[config.mk]
export PLATFORM = sky130hd
export DESIGN_NAME = fpc_param_check
export DESIGN_NICKNAME = d
export VERILOG_FILES = /design/src/fpc_param_check.v
export VERILOG_INCLUDE_DIRS = /design/src
export SDC_FILE = /design/constraint.sdc
export NUM_CORES = 1
export LEC_CHECK = 0
export BUFFER_PORTS_ARGS = -buffer_cell sky130_fd_sc_hd__buf_2
export CORE_MARGIN = 3
export CORE_UTILIZATION = 50
export CTS_BUF_LIST = sky130_fd_sc_hd__clkbuf_8
export DETAILED_ROUTE_END_ITERATION = 10
export GPL_TIMING_DRIVEN = 0
export PLACE_DENSITY = 0.78
export SLEW_MARGIN = 20
export SYNTH_ARGS = -nofsm -noshare
export SYNTH_HDL_FRONTEND = slang
export SYNTH_SLANG_ARGS = --single-unit
export TNS_END_PERCENT = 30
[constraint.sdc]
create_clock -name ref_clk -period 2.1 [get_ports ref_clk]
set_input_delay 0.42 -clock ref_clk [delete_from_list [all_inputs] [get_ports ref_clk]]
set_output_delay 0.42 -clock ref_clk [all_outputs]
set_load 0.03 [all_outputs]
[src/fpc_map.vh]
// Constants for the flash parameter check and 128-byte program sequencer.
// Assumes a 32-bit byte address space with flash at a fixed window.
`ifndef FPC_MAP_VH
`define FPC_MAP_VH

// Frequency code limits, MHz times 100
`define FPC_FREQ_MIN        16'h0320
`define FPC_FREQ_MAX        16'h07D0
`define FPC_FREQ_HI_MSB     31
`define FPC_FREQ_HI_LSB     16
`define FPC_FREQ_LO_MSB     15
`define FPC_FREQ_LO_LSB     0

// Result byte bit positions
`define FPC_BIT_PASS_FAIL   0
`define FPC_BIT_FREQ_ERR    1
`define FPC_BIT_DEST_ERR    1
`define FPC_BIT_SRC_ERR     2
`define FPC_RESULT_ZERO     8'h00

// Flash address window, inclusive
`define FPC_FLASH_BASE      32'h00000000
`define FPC_FLASH_LAST      32'h0003FFFF

// Programming unit
`define FPC_UNIT_BYTES      8'h80
`define FPC_UNIT_LAST       7'h7F
`define FPC_ALIGN_MSB       6
`define FPC_ZERO7           7'h00
`define FPC_ONE7            7'h01

// Reset values and index padding
`define FPC_ADDR_ZERO       32'h00000000
`define FPC_DATA_ZERO       8'h00
`define FPC_ADDR_PAD        25'h0

`endif

[src/fpc_param_check.v]
// Flash parameter check and 128-byte program sequencer.
// Assumes a byte read port to source memory answering in one cycle
// and a byte write port to the user memory array that may stall.
// All inputs come from logic on ref_clk; none are resynchronised.
// Clock enable low holds every register, outputs included.
// Function
// - Initialization accepts frequency codes for 8 to 20 MHz only.
// - Result bit 1 set when the frequency code is out of range.
// - Result bit 0 is 0 on success, 1 on any init error.
// - Unused upper bits of init result read as zero.
// - Destination outside flash space is flagged as an error.
// - Misaligned destination sets result bit 1.
// - Source pointer inside flash sets the source error bit.
// - Each program that passes the checks writes 128 consecutive bytes from the destination.
// - Source bytes fetched consecutively and written in order.
`timescale 1ns/1ps
`include "fpc_map.vh"

module fpc_param_check (
    input  wire        ref_clk,
    input  wire        rst_b,
    input  wire        clk_en,
    input  wire        init_start,
    input  wire        prog_start,
    input  wire [31:0] frequency_code_param,
    input  wire [31:0] program_destination_address,
    input  wire [31:0] program_source_pointer,
    output wire        busy,
    output reg         done_r,
    output reg  [7:0]  result_byte_r,
    output reg         src_rd_r,
    output reg  [31:0] src_addr_r,
    input  wire [7:0]  src_data,
    output reg         mem_wr_r,
    output reg  [31:0] mem_addr_r,
    output reg  [7:0]  mem_data_r,
    input  wire        mem_ready
);

    // One-hot states
    localparam [3:0] ST_IDLE  = 4'b0001;
    localparam [3:0] ST_READ  = 4'b0010;
    localparam [3:0] ST_WRITE = 4'b0100;
    localparam [3:0] ST_WAIT  = 4'b1000;

    reg  [3:0]  state_r;
    reg  [6:0]  count_r;
    reg  [31:0] dest_base_r;
    reg  [31:0] src_base_r;

    // Next values of every register
    reg  [3:0]  state_nxt;
    reg  [6:0]  count_nxt;
    reg  [31:0] dest_base_nxt;
    reg  [31:0] src_base_nxt;
    reg         done_nxt;
    reg  [7:0]  result_byte_nxt;
    reg         src_rd_nxt;
    reg  [31:0] src_addr_nxt;
    reg         mem_wr_nxt;
    reg  [31:0] mem_addr_nxt;
    reg  [7:0]  mem_data_nxt;

    wire [15:0] freq_val;
    wire        freq_err;
    wire        dest_out;
    wire        dest_misalign;
    wire        src_in_flash;
    wire        prog_err;

    // Result bytes and byte index helpers
    reg  [7:0]  init_result;
    reg  [7:0]  prog_result;
    wire [31:0] byte_offset;
    wire        last_byte;

    assign freq_val = frequency_code_param[`FPC_FREQ_LO_MSB:`FPC_FREQ_LO_LSB];
    assign freq_err = (freq_val < `FPC_FREQ_MIN) || (freq_val > `FPC_FREQ_MAX);
    assign dest_out = (program_destination_address < `FPC_FLASH_BASE) ||
                      (program_destination_address > `FPC_FLASH_LAST);
    // Low seven bits must be zero
    assign dest_misalign =
        (program_destination_address[`FPC_ALIGN_MSB:0] != `FPC_ZERO7);
    // Source pointer must not hit flash
    assign src_in_flash = (program_source_pointer >= `FPC_FLASH_BASE) &&
                          (program_source_pointer <= `FPC_FLASH_LAST);
    assign prog_err = dest_out || dest_misalign || src_in_flash;

    // Handshake output, combinational
    assign busy = (state_r != ST_IDLE);

    // Init result byte, unused bits low
    always @* begin
        init_result                     = `FPC_RESULT_ZERO;
        init_result[`FPC_BIT_FREQ_ERR]  = freq_err;
        init_result[`FPC_BIT_PASS_FAIL] = freq_err;
    end

    always @* begin
        prog_result                     = `FPC_RESULT_ZERO;
        prog_result[`FPC_BIT_DEST_ERR]  = dest_out | dest_misalign;
        prog_result[`FPC_BIT_SRC_ERR]   = src_in_flash;
        prog_result[`FPC_BIT_PASS_FAIL] = prog_err;
    end

    // Byte index widened to an address offset
    assign byte_offset = {`FPC_ADDR_PAD, count_r};

    // Last byte of the 128-byte unit
    assign last_byte   = (count_r == `FPC_UNIT_LAST);

    // Next-state logic; registers hold unless a state moves them
    always @* begin
        state_nxt       = state_r;
        count_nxt       = count_r;
        dest_base_nxt   = dest_base_r;
        src_base_nxt    = src_base_r;
        result_byte_nxt = result_byte_r;
        src_addr_nxt    = src_addr_r;
        mem_wr_nxt      = mem_wr_r;
        mem_addr_nxt    = mem_addr_r;
        mem_data_nxt    = mem_data_r;
        // Strobes are single-cycle pulses
        done_nxt        = 1'b0;
        src_rd_nxt      = 1'b0;

        case (state_r)
            ST_IDLE: begin
                // Init wins over program when both are high
                if (init_start) begin
                    result_byte_nxt = init_result;
                    done_nxt        = 1'b1;
                end else if (prog_start) begin
                    result_byte_nxt = prog_result;
                    if (prog_err) begin
                        done_nxt = 1'b1; // Write skipped entirely
                    end else begin
                        // Bases latched for the whole unit
                        dest_base_nxt = program_destination_address;
                        src_base_nxt  = program_source_pointer;
                        count_nxt     = `FPC_ZERO7;
                        state_nxt     = ST_READ;
                    end
                end
            end
            ST_READ: begin
                // Consecutive source fetch
                // Source must answer by the next edge
                src_rd_nxt   = 1'b1;
                src_addr_nxt = src_base_r + byte_offset;
                state_nxt    = ST_WRITE;
            end
            ST_WRITE: begin
                // Byte lands at destination plus index
                mem_wr_nxt   = 1'b1;
                mem_addr_nxt = dest_base_r + byte_offset;
                mem_data_nxt = src_data;
                state_nxt    = ST_WAIT;
            end
            ST_WAIT: begin
                // Hold the write until the array takes it
                // A slow array simply stretches this state
                if (mem_ready) begin
                    mem_wr_nxt = 1'b0;
                    if (last_byte) begin
                        done_nxt  = 1'b1;
                        state_nxt = ST_IDLE;
                    end else begin
                        count_nxt = count_r + `FPC_ONE7;
                        state_nxt = ST_READ;
                    end
                end
            end
            default: begin
                // Illegal code: recover to idle, drop the write
                state_nxt  = ST_IDLE;
                mem_wr_nxt = 1'b0;
            end
        endcase
    end

    // Registers; reset is asynchronous, clock enable low freezes all
    always @(posedge ref_clk or negedge rst_b) begin
        if (!rst_b) begin
            // Outputs low while reset is held
            state_r       <= ST_IDLE;
            count_r       <= `FPC_ZERO7;
            dest_base_r   <= `FPC_ADDR_ZERO;
            src_base_r    <= `FPC_ADDR_ZERO;
            done_r        <= 1'b0;
            result_byte_r <= `FPC_RESULT_ZERO;
            src_rd_r      <= 1'b0;
            src_addr_r    <= `FPC_ADDR_ZERO;
            mem_wr_r      <= 1'b0;
            mem_addr_r    <= `FPC_ADDR_ZERO;
            mem_data_r    <= `FPC_DATA_ZERO;
        end else if (clk_en) begin
            // Take the next values only on enabled edges
            state_r       <= state_nxt;
            count_r       <= count_nxt;
            dest_base_r   <= dest_base_nxt;
            src_base_r    <= src_base_nxt;
            done_r        <= done_nxt;
            result_byte_r <= result_byte_nxt;
            src_rd_r      <= src_rd_nxt;
            src_addr_r    <= src_addr_nxt;
            mem_wr_r      <= mem_wr_nxt;
            mem_addr_r    <= mem_addr_nxt;
            mem_data_r    <= mem_data_nxt;
        end
    end

endmodule // fpc_param_check

======== After elaboration in Yosys (flattened, before gate mapping) ========
Cells that the tools add are included.
storage, ports and cells
  word-level logic and storage cells ...... 74
  output and inout port bits .............. 84
  memory bits (writable) .................. 0
  bits in latches ......................... 0
  ROM bits ................................ 0
  bits of input ports ..................... 110
  register bits after elaboration ......... 158
  memories ................................ 0
cells by class
  bitwise operators ....................... 4
  multiplexer cells ....................... 23
  magnitude comparators ................... 6
  reduce and logical (&&, ||, !) cells .... 16
  $mul .................................... 0
  div/mod/pow operators ................... 0
  add/sub/neg operators ................... 3
  shift-type cells ........................ 0
  eq/ne operators ......................... 11
operator list
  kind                                                                                  number
  32-bit by 7-bit adder with 32-bit output                                              2
  7-bit two-way mux                                                                     5
  32-bit by 1-bit greater-or-equal comparator with 1-bit output, second input constant  1
  32-bit by 18-bit > comparator with 1-bit output, second input constant                1
  32-bit by 18-bit less-or-equal comparator with 1-bit output, second input constant    1
  32-bit by 1-bit < comparator with 1-bit output, second input constant                 1
  16-bit by 11-bit > comparator with 1-bit output, second input constant                1
  16-bit by 10-bit < comparator with 1-bit output, second input constant                1
  4-bit two-way mux                                                                     4
  8-bit two-way mux                                                                     2
  4-bit case mux with 4 select lines                                                    1
  7-bit case mux with 2 select lines                                                    1
  2-bit != test, second input constant                                                  5
  5-bit AND reduction                                                                   2
  7-bit by 1-bit adder with 7-bit output, second input constant                         1
  7-bit == test, second input constant                                                  1
  1-bit two-way mux                                                                     7
  7-bit AND reduction                                                                   1
  7-bit nonzero test                                                                    1
  3-bit AND reduction                                                                   2
  4-bit by 1-bit == test with 1-bit output, second input constant                       1
  4-bit by 2-bit == test with 1-bit output, second input constant                       1
  4-bit by 3-bit == test with 1-bit output, second input constant                       1
  4-bit == test, second input constant                                                  1
  other kinds (11)                                                                      18

======== Logic depth before layout (Yosys ltp) ========
Gate-level depths: netlist (run 1).
  word-level depth ........................ 8
  gate-level depth with buffers ........... 10
  mapped depth without buffers ............ 9

======== Worst setup path before layout (run 1) ========
Ideal clock, no wire load.
  path kind ............................... register to register
  start point ............................. register count_r[0]
  end point ............................... register src_addr_r[24]
  cell stages (with the launch flop) ...... 11
  arrival ................................. 2.154 ns
  period minus slack after synthesis ...... 2.237 ns
  path buffers ............................ 1
  library setup time ...................... 0.083 ns
  setup slack ............................. -0.137 ns
  data required time ...................... 2.017 ns
  path through ............................ dfrtp_1 > ha_1 > inv_1 > fa_1 > nor2b_1 > o31ai_1 > a31oi_1 > clkbuf_1 > nand4_1 > xor2_1 > o21ai_0
on the way
  word-level cells in the longest chain between the ends .. 1
ends and longest elaborated chain
  item                                      line                   RTL
  start: declaration                        fpc_param_check.v:47   reg [6:0] count_r;
  start signal: assignment                  fpc_param_check.v:187  count_r <= `FPC_ZERO7;
  start signal: assignment                  fpc_param_check.v:200  count_r <= count_nxt;
  32-bit by 7-bit adder with 32-bit output  fpc_param_check.v:150  src_addr_nxt = src_base_r + byte_offset;
  end signal: assignment                    fpc_param_check.v:193  src_addr_r <= `FPC_ADDR_ZERO;
  end signal: assignment                    fpc_param_check.v:206  src_addr_r <= src_addr_nxt;
  end: declaration                          fpc_param_check.v:32   output reg [31:0] src_addr_r,
No other way between the ends.
A chain may end at the register's enable or synchronous reset.

======== Worst setup path after layout (run 1) ========
  start point ............................. register count_r[0]
  end point ............................... register src_addr_r[30]
The elaborated chain is that of the path after synthesis.

==> results_dict.tcl, run 1 <==
set metrics [dict create \
    avgSynthCellArea_sq_um 10.1 \
    worst_slack_ps -148 \
    worstPathArrival_ps 2600 \
    clk_pin_slew_worst_paths_ps 100 \
    vdd.ir_drop.worst_mv 0.417 \
    antenna_found_initial 1 \
    routed_wl_mm 18.8 \
    power_mw 6.34 \
    nets 1075 \
    synth_compound_area_share_pct 10.4 \
    startpoint_type "register" \
    cp.required_ps 2450 \
    vias_per_cell 5.45 \
    synth_top_family_by_area "simple AND/OR/NAND/NOR gates" \
    max_freq_mhz 445 \
    die_y_microns 127 \
    rsz0062_at_grt "true" \
    cts_tree "yes" \
    status "finished with violations" \
    grt-ovfl-total 0 \
    async_flop_share_pct 100 \
    critPathMaxFanout 4 \
    clockRootBuffer "clkbuf_8" \
    finalSetupViolations 33 \
    ys_warn_count 0 \
    synth_xor_area_share_pct 7.15 \
    hold_slack_ps 148 \
    drc_errors 0 \
    die-area_sq_um 16200 \
    routabilityCongestion 0.842 \
    hold_viol_final 0 \
    port_buffers 171 \
    grt_pass1_vias 5970 \
    ant_nets 0 \
    tightest_slew_ps 943 \
    h-tree-depth 4 \
    drv_slew 0 \
    drive_gt1_share_pct 35.6 \
    violations "setup timing" \
    netlist_area_sq_um 7350 \
    numCtsBuffers 17 \
    p_per_area_nw_per_um2 645 \
    wl_per_cell_microns 16.4 \
    yosys-mux-area-fraction_pct 6.43 \
    max_stage_delay_ps 450 \
    finalSetupTns_ps -2130 \
    cap_violations 0 \
    end_kind "register" \
    clock_latency_ps 460 \
    synthAdderAreaFrac_pct 3.10 \
    slowest_stage "dfrtp_2" \
    total_leakage_power_nw 4.77 \
    syn_to_final_growth_pct 33.8 \
    fin_crit_sh_pct 107 \
    core_sq_um 14100 \
    grt_pass1_wl_mm 28.7 \
    yosys.area_share.simple_pct 17.8 \
    cts_sinks 153 \
    ys_seq_elements 153 \
    yosysUniqueCellTypes 44 \
    cp_cell_sequence "ha_4 > inv_2 > fa_2 > nor2b_4 > o31ai_4 > a31oi_4 > buf_6 > nand3_4 > xnor2_1 > mux2_2" \
    floorplan.initialDensity_pct 52.0 \
    dp.final_hpwl_mm 12.5 \
    grt_usage_pct 22.2 \
    grt_max_degree 84 \
    fill_cells 1044 \
    critical_path_class "register to register" \
    ios 194 \
    seq_area_frac_synth_pct 52.1 \
    die_w_microns 127 \
    num_vias 6229 \
    clockBufferDepth 2 \
    synth-edff-count 0 \
    drt_iter0_markers 448 \
    skew_ps 13.9 \
    drtPass1Iterations 5 \
    syn_inst 729 \
    ys.flop_type "dfrtp_1" \
    std_cell_rows 43 \
    fin_crit_ps 2250 \
    slew_headroom_pct 36.6 \
    hold_path_class "input port to register" \
]
## cell families after synthesis
group | count (synthesis)
AOI/OAI and AO/OA | 133
and+or+nand+nor | 272
other | 1
adders and majority gates | 17
xor gates and xnor gates | 60
buffers and inverters | 51
DFF | 153
muxes | 42
## final cells by class
| class | instances | area [sq um] | area share, % |
|---|---|---|---|
| clock inverters | 15 | 191 | 1.95 |
| repair buffers | 198 | 1160 | 11.8 |
| multi-input cells | 529 | 3860 | 39.2 |
| plain buffers | 33 | 268 | 2.72 |
| flip-flops and latches | 153 | 3840 | 39.0 |
| clock buffers | 17 | 234 | 2.38 |
| diodes | 1 | 2.50 | 0.0254 |
| inverters | 16 | 60.1 | 0.610 |
| well taps | 180 | 225 | 2.29 |
## cells in the final DEF (no fill, tap or decap), types with 5 or more instances in the layout
| cell type | synthesis | final |
|---|---|---|
| a21o_1 | 6 | 5 |
| a21oi_1 | 12 | 12 |
| and3_1 | 10 | 9 |
| and4_1 | 5 | 5 |
| buf_12 | 0 | 6 |
| buf_2 | 6 | 170 |
| buf_4 | 6 | 23 |
| buf_6 | 0 | 7 |
| buf_8 | 0 | 5 |
| clkbuf_1 | 23 | 14 |
| clkbuf_8 | 0 | 17 |
| conb_1 | 1 | 5 |
| dfrtp_1 | 152 | 145 |
| dfrtp_2 | 0 | 7 |
| ha_1 | 15 | 8 |
| ha_4 | 0 | 7 |
| inv_1 | 16 | 14 |
| inv_6 | 0 | 5 |
| mux2_1 | 31 | 11 |
| mux2_4 | 0 | 29 |
| nand2_1 | 113 | 111 |
| nand2b_1 | 7 | 7 |
| nand3_1 | 29 | 21 |
| nand3_2 | 0 | 6 |
| nand4_1 | 14 | 14 |
| nor2_1 | 32 | 27 |
| nor2b_1 | 19 | 17 |
| nor3_1 | 21 | 14 |
| nor3_4 | 0 | 6 |
| nor4_1 | 9 | 7 |
| o211ai_1 | 6 | 6 |
| o21ai_0 | 82 | 57 |
| o21ai_1 | 3 | 26 |
| xnor2_1 | 30 | 28 |
| xor2_1 | 30 | 30 |
## stage by stage
step	utilization, %	area, sq um	setup slack (ps)	instances
after floorplan	-	7390	-8.50	733
after global placement	59.9	8470	-1630	1084
after detailed placement	60.1	8510	-540	1085
after CTS	65.5	9270	-137	1129
after global routing	69.5	9840	-204	1141
final	69.5	9840	-148	1142
## timing repair
action | in CTS | in global routing
hold buffers | 1 | 0
resized for setup | 67 | 113
endpoints found under the setup margin | 119 | 120
pin swaps | 15 | 27
gates cloned | 2 | 1
endpoints found under the hold margin | 70 | 0
buffers inserted | 10 | 12
## per-layer routing
layer	routed length, microns	GRT usage (%)	share of wire (%)	up-vias
met5	13	0	0.069	-
met4	310	7.00	1.7	2
met3	1200	6.23	6.4	32
met2	9380	36.5	50	217
met1	7860	28.7	42	3012
li1	-	-	-	2966
## power by group
part           internal, mW  leakage [nW]  switching [mW]
clock network          1.20         0.204            1.20
logic                 0.261          2.57           0.524
registers              3.08          2.00          0.0837
total                  4.54          4.77            1.80
## synthesized netlist by cell type (3+ instances only)
cell	n	area (sq um)
a31oi_1	6	37.5
nor2_1	32	120
mux2_2	11	124
clkbuf_1	23	86.3
mux2_1	31	349
buf_4	6	45.0
nand2_1	113	424
nor4_1	9	56.3
xor2_1	30	263
o211ai_1	6	45.0
o211a_1	3	30.0
nor3_1	21	105
o21a_1	3	22.5
inv_1	16	60.1
and3_1	10	62.6
nand3_1	29	145
xnor2_1	30	263
a21oi_1	12	60.1
ha_1	15	188
nor2b_1	19	119
o21ai_1	3	15.0
buf_2	6	30.0
or3_1	4	25.0
a21o_1	6	45.0
nand2b_1	7	43.8
o21ai_0	82	410
and4_1	5	43.8
o31ai_1	6	45.0
nand4_1	14	87.6
and2_1	3	18.8
dfrtp_1	152	3800
## critical path, delay by kind of cell (launching register included)
kind / cells / cell delay [ps]
adder cells (fa/ha/maj): 2 / 530
flip-flops: 1 / 450
XOR/XNOR: 1 / 120
buffers and inverters: 2 / 200
AND/OR/NAND/NOR: 2 / 240
AO/OA/AOI/OAI: 2 / 350
multiplexers: 1 / 250
## state kept, by name, summed over array words and instances (netlist names)
signal and flops:
src_base_r 32, state_r 4, mem_data_r 8, src_rd_r 1
mem_wr_r 1, result_byte_r 3, count_r 7, mem_addr_r 32
done_r 1, dest_base_r 32, src_addr_r 32
## worst paths after layout
check,start,to,slack (ps),cells after the start
hold reg to reg,mem_data_r[3]$_DFFE_PN0P_,mem_data_r[3]$_DFFE_PN0P_,470,2
max in group asynchronous,rst_b,count_r[4]$_DFFE_PN0P_,780,3
hold / removal,src_data[1],mem_data_r[1]$_DFFE_PN0P_,150,3
min in group asynchronous,rst_b,mem_addr_r[14]$_DFFE_PN0P_,510,2
setup / recovery,count_r[0]$_DFFE_PN0P_,src_addr_r[30]$_DFFE_PN0P_,-150,10
setup reg to reg,count_r[0]$_DFFE_PN0P_,src_addr_r[30]$_DFFE_PN0P_,-150,10
Note: power is estimated with default switching activity, not from simulation.
==> run 2, diff against run 1 <==
ABC_AREA = 1   (was not set)
CORE_UTILIZATION = 51   (was 50)
==> results_dict.tcl, run 2 <==
set metrics [dict create \
    die_y_microns 135 \
    final_common_cell "nand2_1" \
    drv_slew 0 \
    power_mw 7.11 \
    fin_crit_sh_pct 97.7 \
    r2r_slack_ps 50 \
    routed_wl_mm 22.9 \
    slew_headroom_pct 59.9 \
    ant_nets 0 \
    grt_pass1_wl_mm 36.9 \
    h-tree-depth 4 \
    power_switching_share_pct 32.8 \
    worstPathArrival_ps 2440 \
    worst_slack_ps 49.3 \
    cts_tree "yes" \
    nets 1525 \
    max_freq_mhz 488 \
    reg2reg_to "src_addr_r[26]$_DFFE_PN0P_" \
    avgSynthCellArea_sq_um 7.17 \
    drtPass1Iterations 5 \
    cts_sinks 153 \
    die_w_microns 135 \
    tightest_slew_ps 597 \
    syn_inst 1191 \
    netlist_area_sq_um 8540 \
    ys_warn_count 0 \
    hold_depth 3 \
    drive_gt1_share_pct 20.4 \
    antenna_cells 0 \
    finalSetupViolations 0 \
    vdd.ir_drop.worst_mv 0.801 \
    seq_area_frac_synth_pct 44.8 \
    dp_slack_ps -223 \
    syn_to_final_growth_pct 22.0 \
    core_sq_um 16100 \
    hold_viol_final 0 \
    clockBufferDepth 2 \
    finish.utilization_pct 64.7 \
    r2r_cells 11 \
    clock_latency_ps 460 \
    finalSetupTns_ps 0 \
    port_buffers 172 \
    rsz0062_at_grt "true" \
    fin_crit_ps 2050 \
    r2r-start "count_r[0]$_DFFE_PN0P_" \
    clk_pin_slew_worst_paths_ps 90 \
    ys.flop_type "dfrtp_1" \
    hold_path_end "mem_data_r[6]$_DFFE_PN0P_" \
    dp.final_hpwl_mm 17.3 \
    yosysMostFrequentCell "nand2_1" \
    p_per_area_nw_per_um2 682 \
    final_cell_mix "nand2_1, buf_2, inv_1" \
    yosysTopAreaCellShare_pct 44.5 \
    ys_seq_elements 153 \
    place_inst 1584 \
    end_kind "register" \
    switchingPower_mw 2.33 \
    antenna_found_initial 0 \
    placed_area_sq_um 9720 \
    vias_per_cell 5.05 \
    drt_iter0_markers 593 \
    startpoint_type "register" \
    yosysTopAreaCell "dfrtp_1" \
    async_flop_share_pct 100 \
    cp.required_ps 2490 \
    std_cell_rows 46 \
    intPower_mw 4.77 \
    grt_usage_pct 25.2 \
    fin_cells 1627 \
    total_leakage_power_nw 5.83 \
    synth_area_leaders "dfrtp_1, nand2_1, inv_1" \
    die-area_sq_um 18300 \
    drc_errors 0 \
    grt_max_degree 89 \
    critPathMaxFanout 5 \
    synth-edff-count 0 \
    floorplan.initialDensity_pct 53.0 \
    hold_slack_ps 154 \
    wl_per_cell_microns 14.1 \
    numCtsBuffers 17 \
    hold_path_class "input port to register" \
    num_vias 8222 \
    clockRootBuffer "clkbuf_8" \
    min_from "src_data[6]" \
    grt_pass1_vias 7484 \
    ios 194 \
    p_clk_share_pct 33.7 \
    power_frac_comb_pct 20.3 \
    synthTopCellsByCount "nand2_1, inv_1, dfrtp_1, nor2_1, nand3_1" \
    grt-ovfl-total 0 \
    skew_ps 10.6 \
    design_area_sq_um 10400 \
    routabilityCongestion 0.920 \
    cap_violations 0 \
    status "completed" \
    critical_path_class "register to register" \
    yosysUniqueCellTypes 37 \
    p_seq_share_pct 46.0 \
]
==> run 2: cell types whose count changed in the layout (fill, tap and decap cells not counted), sizes merged, moves of 9 or more <==
cell and change:
nand2 +353, inv +154, nor2 +57, nand3 +45, mux2 -42, nand4 +19
nor2b -19, xor2 -18, o21ai -13, xnor2 -13, buf -10, and3 -9
==> run 2: layout make-up <==
cell class              instances  area, sq um
plain buffers                  34          200
clock buffers                  17          234
clock inverters                15          189
fillers                      1452         5700
inverters                     169          634
multi-input cells             839         4060
flip-flops and latches        153         3830
well taps                     216          270
repair buffers                184          993
==> run 2: worst max-delay path by stage <==
stage                            from                         end  slack (ps)  depth (start not counted)
6_report       count_r[0]$_DFFE_PN0P_  src_addr_r[26]$_DFFE_PN0P_          50                         11
5_1_grt        count_r[2]$_DFFE_PN0P_   mem_addr_r[7]$_DFFE_PN0P_        -110                          8
4_1_cts        count_r[0]$_DFFE_PN0P_  mem_addr_r[14]$_DFFE_PN0P_           7                         11
3_5_place_dp   count_r[0]$_DFFE_PN0P_  mem_addr_r[24]$_DFFE_PN0P_        -220                         12
3_3_place_gp                    rst_b  mem_addr_r[15]$_DFFE_PN0P_       -1600                          1
2_1_floorplan  count_r[0]$_DFFE_PN0P_  src_addr_r[18]$_DFFE_PN0P_         180                         11
==> run 2: metal layers <==
| metal | track usage, % | share of wire (%) | vias up |
|---|---|---|---|
| li1 | - | - | 4113 |
| met1 | 38.9 | 48 | 3781 |
| met2 | 36.5 | 43 | 288 |
| met3 | 4.53 | 7.1 | 40 |
| met4 | 6.83 | 2.0 | 0 |
| met5 | 0 | 0 | - |
==> run 2: what timing repair did <==
action | in CTS | in global routing
endpoints found under the hold margin | 64 | 0
hold buffers | 1 | 0
gates cloned | 0 | 1
resized for setup | 11 | 35
setup buffers | 1 | 8
pin swaps | 1 | 11
endpoints found under the setup margin | 27 | 60
==> run 2: cell families (layout without fill, tap and decap cells) <==
kind of cell / Yosys count / in the layout / share of synthesized area (%)
flops: 153 / 153 / 44.8
fa+ha+maj: 17 / 17 / 2.67
other cells: 1 / 5 / 0.0439
simple gates: 697 / 697 / 34.0
buf+inv: 203 / 419 / 9.68
compound gates: 91 / 91 / 5.82
xor+xnor: 29 / 29 / 2.97
==> run 2: worst max-delay path, stage by stage (launching register included) <==
cell and delay (ps):
dfrtp_2 470, ha_4 170, inv_2 40, fa_2 390, o21ai_4 210, nand2_1 90
nand2_2 100, buf_2 210, nand4_1 110, nand2_1 90, nand2_1 50, nand2_1 60
==> run 2: power by group through the flow <==
stage	registers [mW]	clock network [mW]	logic [mW]
2_1_floorplan	3.59	0	0.596
3_3_place_gp	3.32	0	1.36
3_5_place_dp	3.31	0	1.39
4_1_cts	3.26	2.44	1.41
5_1_grt	3.29	2.58	1.61
6_report	3.27	2.40	1.44
==> run 3, diff against run 2 <==
CORE_UTILIZATION = 46   (was 51)
PLACE_DENSITY = 0.71   (was 0.78)
==> results_dict.tcl, run 3 (same netlist as run 2, synthesis figures left out) <==
set metrics [dict create \
    path_delay_family "adder cells" \
    core_sq_um 18100 \
    intPower_mw 4.98 \
    p_seq_share_pct 45.4 \
    finalSetupTns_ps 0 \
    ios 194 \
    crit_top_cell "nand2_1" \
    power_switching_share_pct 30.8 \
    critical_path_class "register to register" \
    fin_crit_ps 2040 \
    total_leakage_power_nw 5.82 \
    clockRootBuffer "clkbuf_8" \
    placed_area_sq_um 9740 \
    std_cell_rows 49 \
    die_y_microns 142 \
    grt_pass1_wl_mm 36.5 \
    tightest_slew_ps 572 \
    crit_buf_inv 1 \
    finalSetupViolations 0 \
    critPathMaxFanout 6 \
    hold_depth 3 \
    cts_tree "yes" \
    antenna_cells 0 \
    design_area_sq_um 10400 \
    routed_wl_mm 22.9 \
    worst_slack_ps 58.8 \
    vdd.ir_drop.worst_mv 0.686 \
    p_clk_share_pct 34.7 \
    switchingPower_mw 2.22 \
    grt_usage_pct 22.4 \
    hold_slack_ps 156 \
    highest_layer "met4" \
    cp_num_cells 10 \
    max_freq_mhz 490 \
    cts_sinks 153 \
    fin_cells 1635 \
    clockBufferDepth 2 \
    port_buffers 172 \
    wl_met2_mm 9.89 \
    end_kind "register" \
    ant_nets 0 \
    die_w_microns 142 \
    die-area_sq_um 20200 \
    cp_cell_sequence "ha_2 > inv_1 > fa_2 > o21ai_4 > nand2_1 > nand2_2 > nand2_1 > xnor2_2 > nand2_1 > nand2_1" \
    drt_iter0_markers 527 \
    syn_to_final_growth_pct 22.2 \
    startpoint_type "register" \
    cap_violations 0 \
    cp.required_ps 2440 \
    h-tree-depth 4 \
    met3WireLength_mm 1.51 \
    hold_viol_final 0 \
    status "completed" \
    fin_crit_sh_pct 97.2 \
    place_inst 1597 \
    power_mw 7.20 \
    grt-ovfl-total 0 \
    dp_slack_ps -236 \
    nets 1523 \
    final_common_cell "nand2_1" \
    hold_path_class "input port to register" \
    wl_per_cell_microns 14.0 \
    grt_max_degree 79 \
    drv_slew 0 \
    slew_headroom_pct 61.9 \
    drc_errors 0 \
    max_stage_delay_ps 450 \
    antenna_found_initial 0 \
    clock_latency_ps 450 \
    final_cell_mix "nand2_1, buf_2, inv_1" \
    worstPathArrival_ps 2380 \
    finish.utilization_pct 57.7 \
    grt_pass1_vias 7369 \
    drive_gt1_share_pct 20.0 \
    dp.final_hpwl_mm 17.3 \
    numCtsBuffers 17 \
    rsz0062_at_grt "true" \
    wl_met1_mm 11.2 \
    num_vias 8069 \
    vias_per_cell 4.94 \
    skew_ps 15.6 \
    clk_pin_slew_worst_paths_ps 90 \
    routabilityCongestion 0.917 \
    slowest_stage "dfrtp_2" \
    r2r_cells 10 \
    p_per_area_nw_per_um2 690 \
    floorplan.initialDensity_pct 47.2 \
    drtPass1Iterations 5 \
    power_frac_comb_pct 19.9 \
    fill_cells 1766 \
]
-- run 3: timing repair --
| item | 4_1_cts | 5_1_grt |
|---|---|---|
| endpoints found under the hold margin | 75 | 0 |
| hold buffers | 1 | 0 |
| pin swaps | 0 | 5 |
| resized for setup | 9 | 33 |
| setup buffers | 1 | 7 |
| setup endpoints to repair | 24 | 70 |
-- run 3: worst reg2reg max path, stage by stage (launching register included) --
cell	delay [ps]
dfrtp_2	450
ha_2	200
inv_1	50
fa_2	370
o21ai_4	200
nand2_1	90
nand2_2	150
nand2_1	120
xnor2_2	160
nand2_1	70
nand2_1	40
-- run 3: power by group through the flow --
stage	Sequential, mW	Combinational, mW	Clock (mW)
final	3.27	1.43	2.50
after global routing	3.29	1.59	2.67
after CTS	3.26	1.41	2.54
after detailed placement	3.31	1.39	0
after global placement	3.32	1.36	0
after floorplan	3.59	0.596	0
-- run 3: final timing paths --
path                                             from                     endpoint  slack (ps)
max in group asynchronous                       rst_b       state_r[0]$_DFFE_PN1P_         730
max                            count_r[0]$_DFFE_PN0P_   src_addr_r[28]$_DFFE_PN0P_          60
max reg2reg                    count_r[0]$_DFFE_PN0P_   src_addr_r[28]$_DFFE_PN0P_          60
min reg2reg                src_addr_r[13]$_DFFE_PN0P_   src_addr_r[13]$_DFFE_PN0P_         480
min in group asynchronous                       rst_b  dest_base_r[15]$_DFFE_PN0P_         540
min                                       src_data[0]    mem_data_r[0]$_DFFE_PN0P_         160
-- run 3: area by class of cell --
cell class / instances / area, sq um / area share [%]
buffer: 34 / 201 / 1.93
clock buffer: 18 / 248 / 2.37
clock inverter: 11 / 181 / 1.74
inverter: 169 / 634 / 6.08
multi-input combinational: 839 / 4080 / 39.1
sequential: 153 / 3830 / 36.7
tap: 229 / 287 / 2.75
timing repair buffer: 182 / 968 / 9.28
-- run 3: per-layer routing --
layer | track usage, % | vias to the layer above
met5 | 0 | -
met4 | 5.56 | 0
li1 | - | 4101
met2 | 32.6 | 256
met3 | 4.37 | 23
met1 | 34.4 | 3689
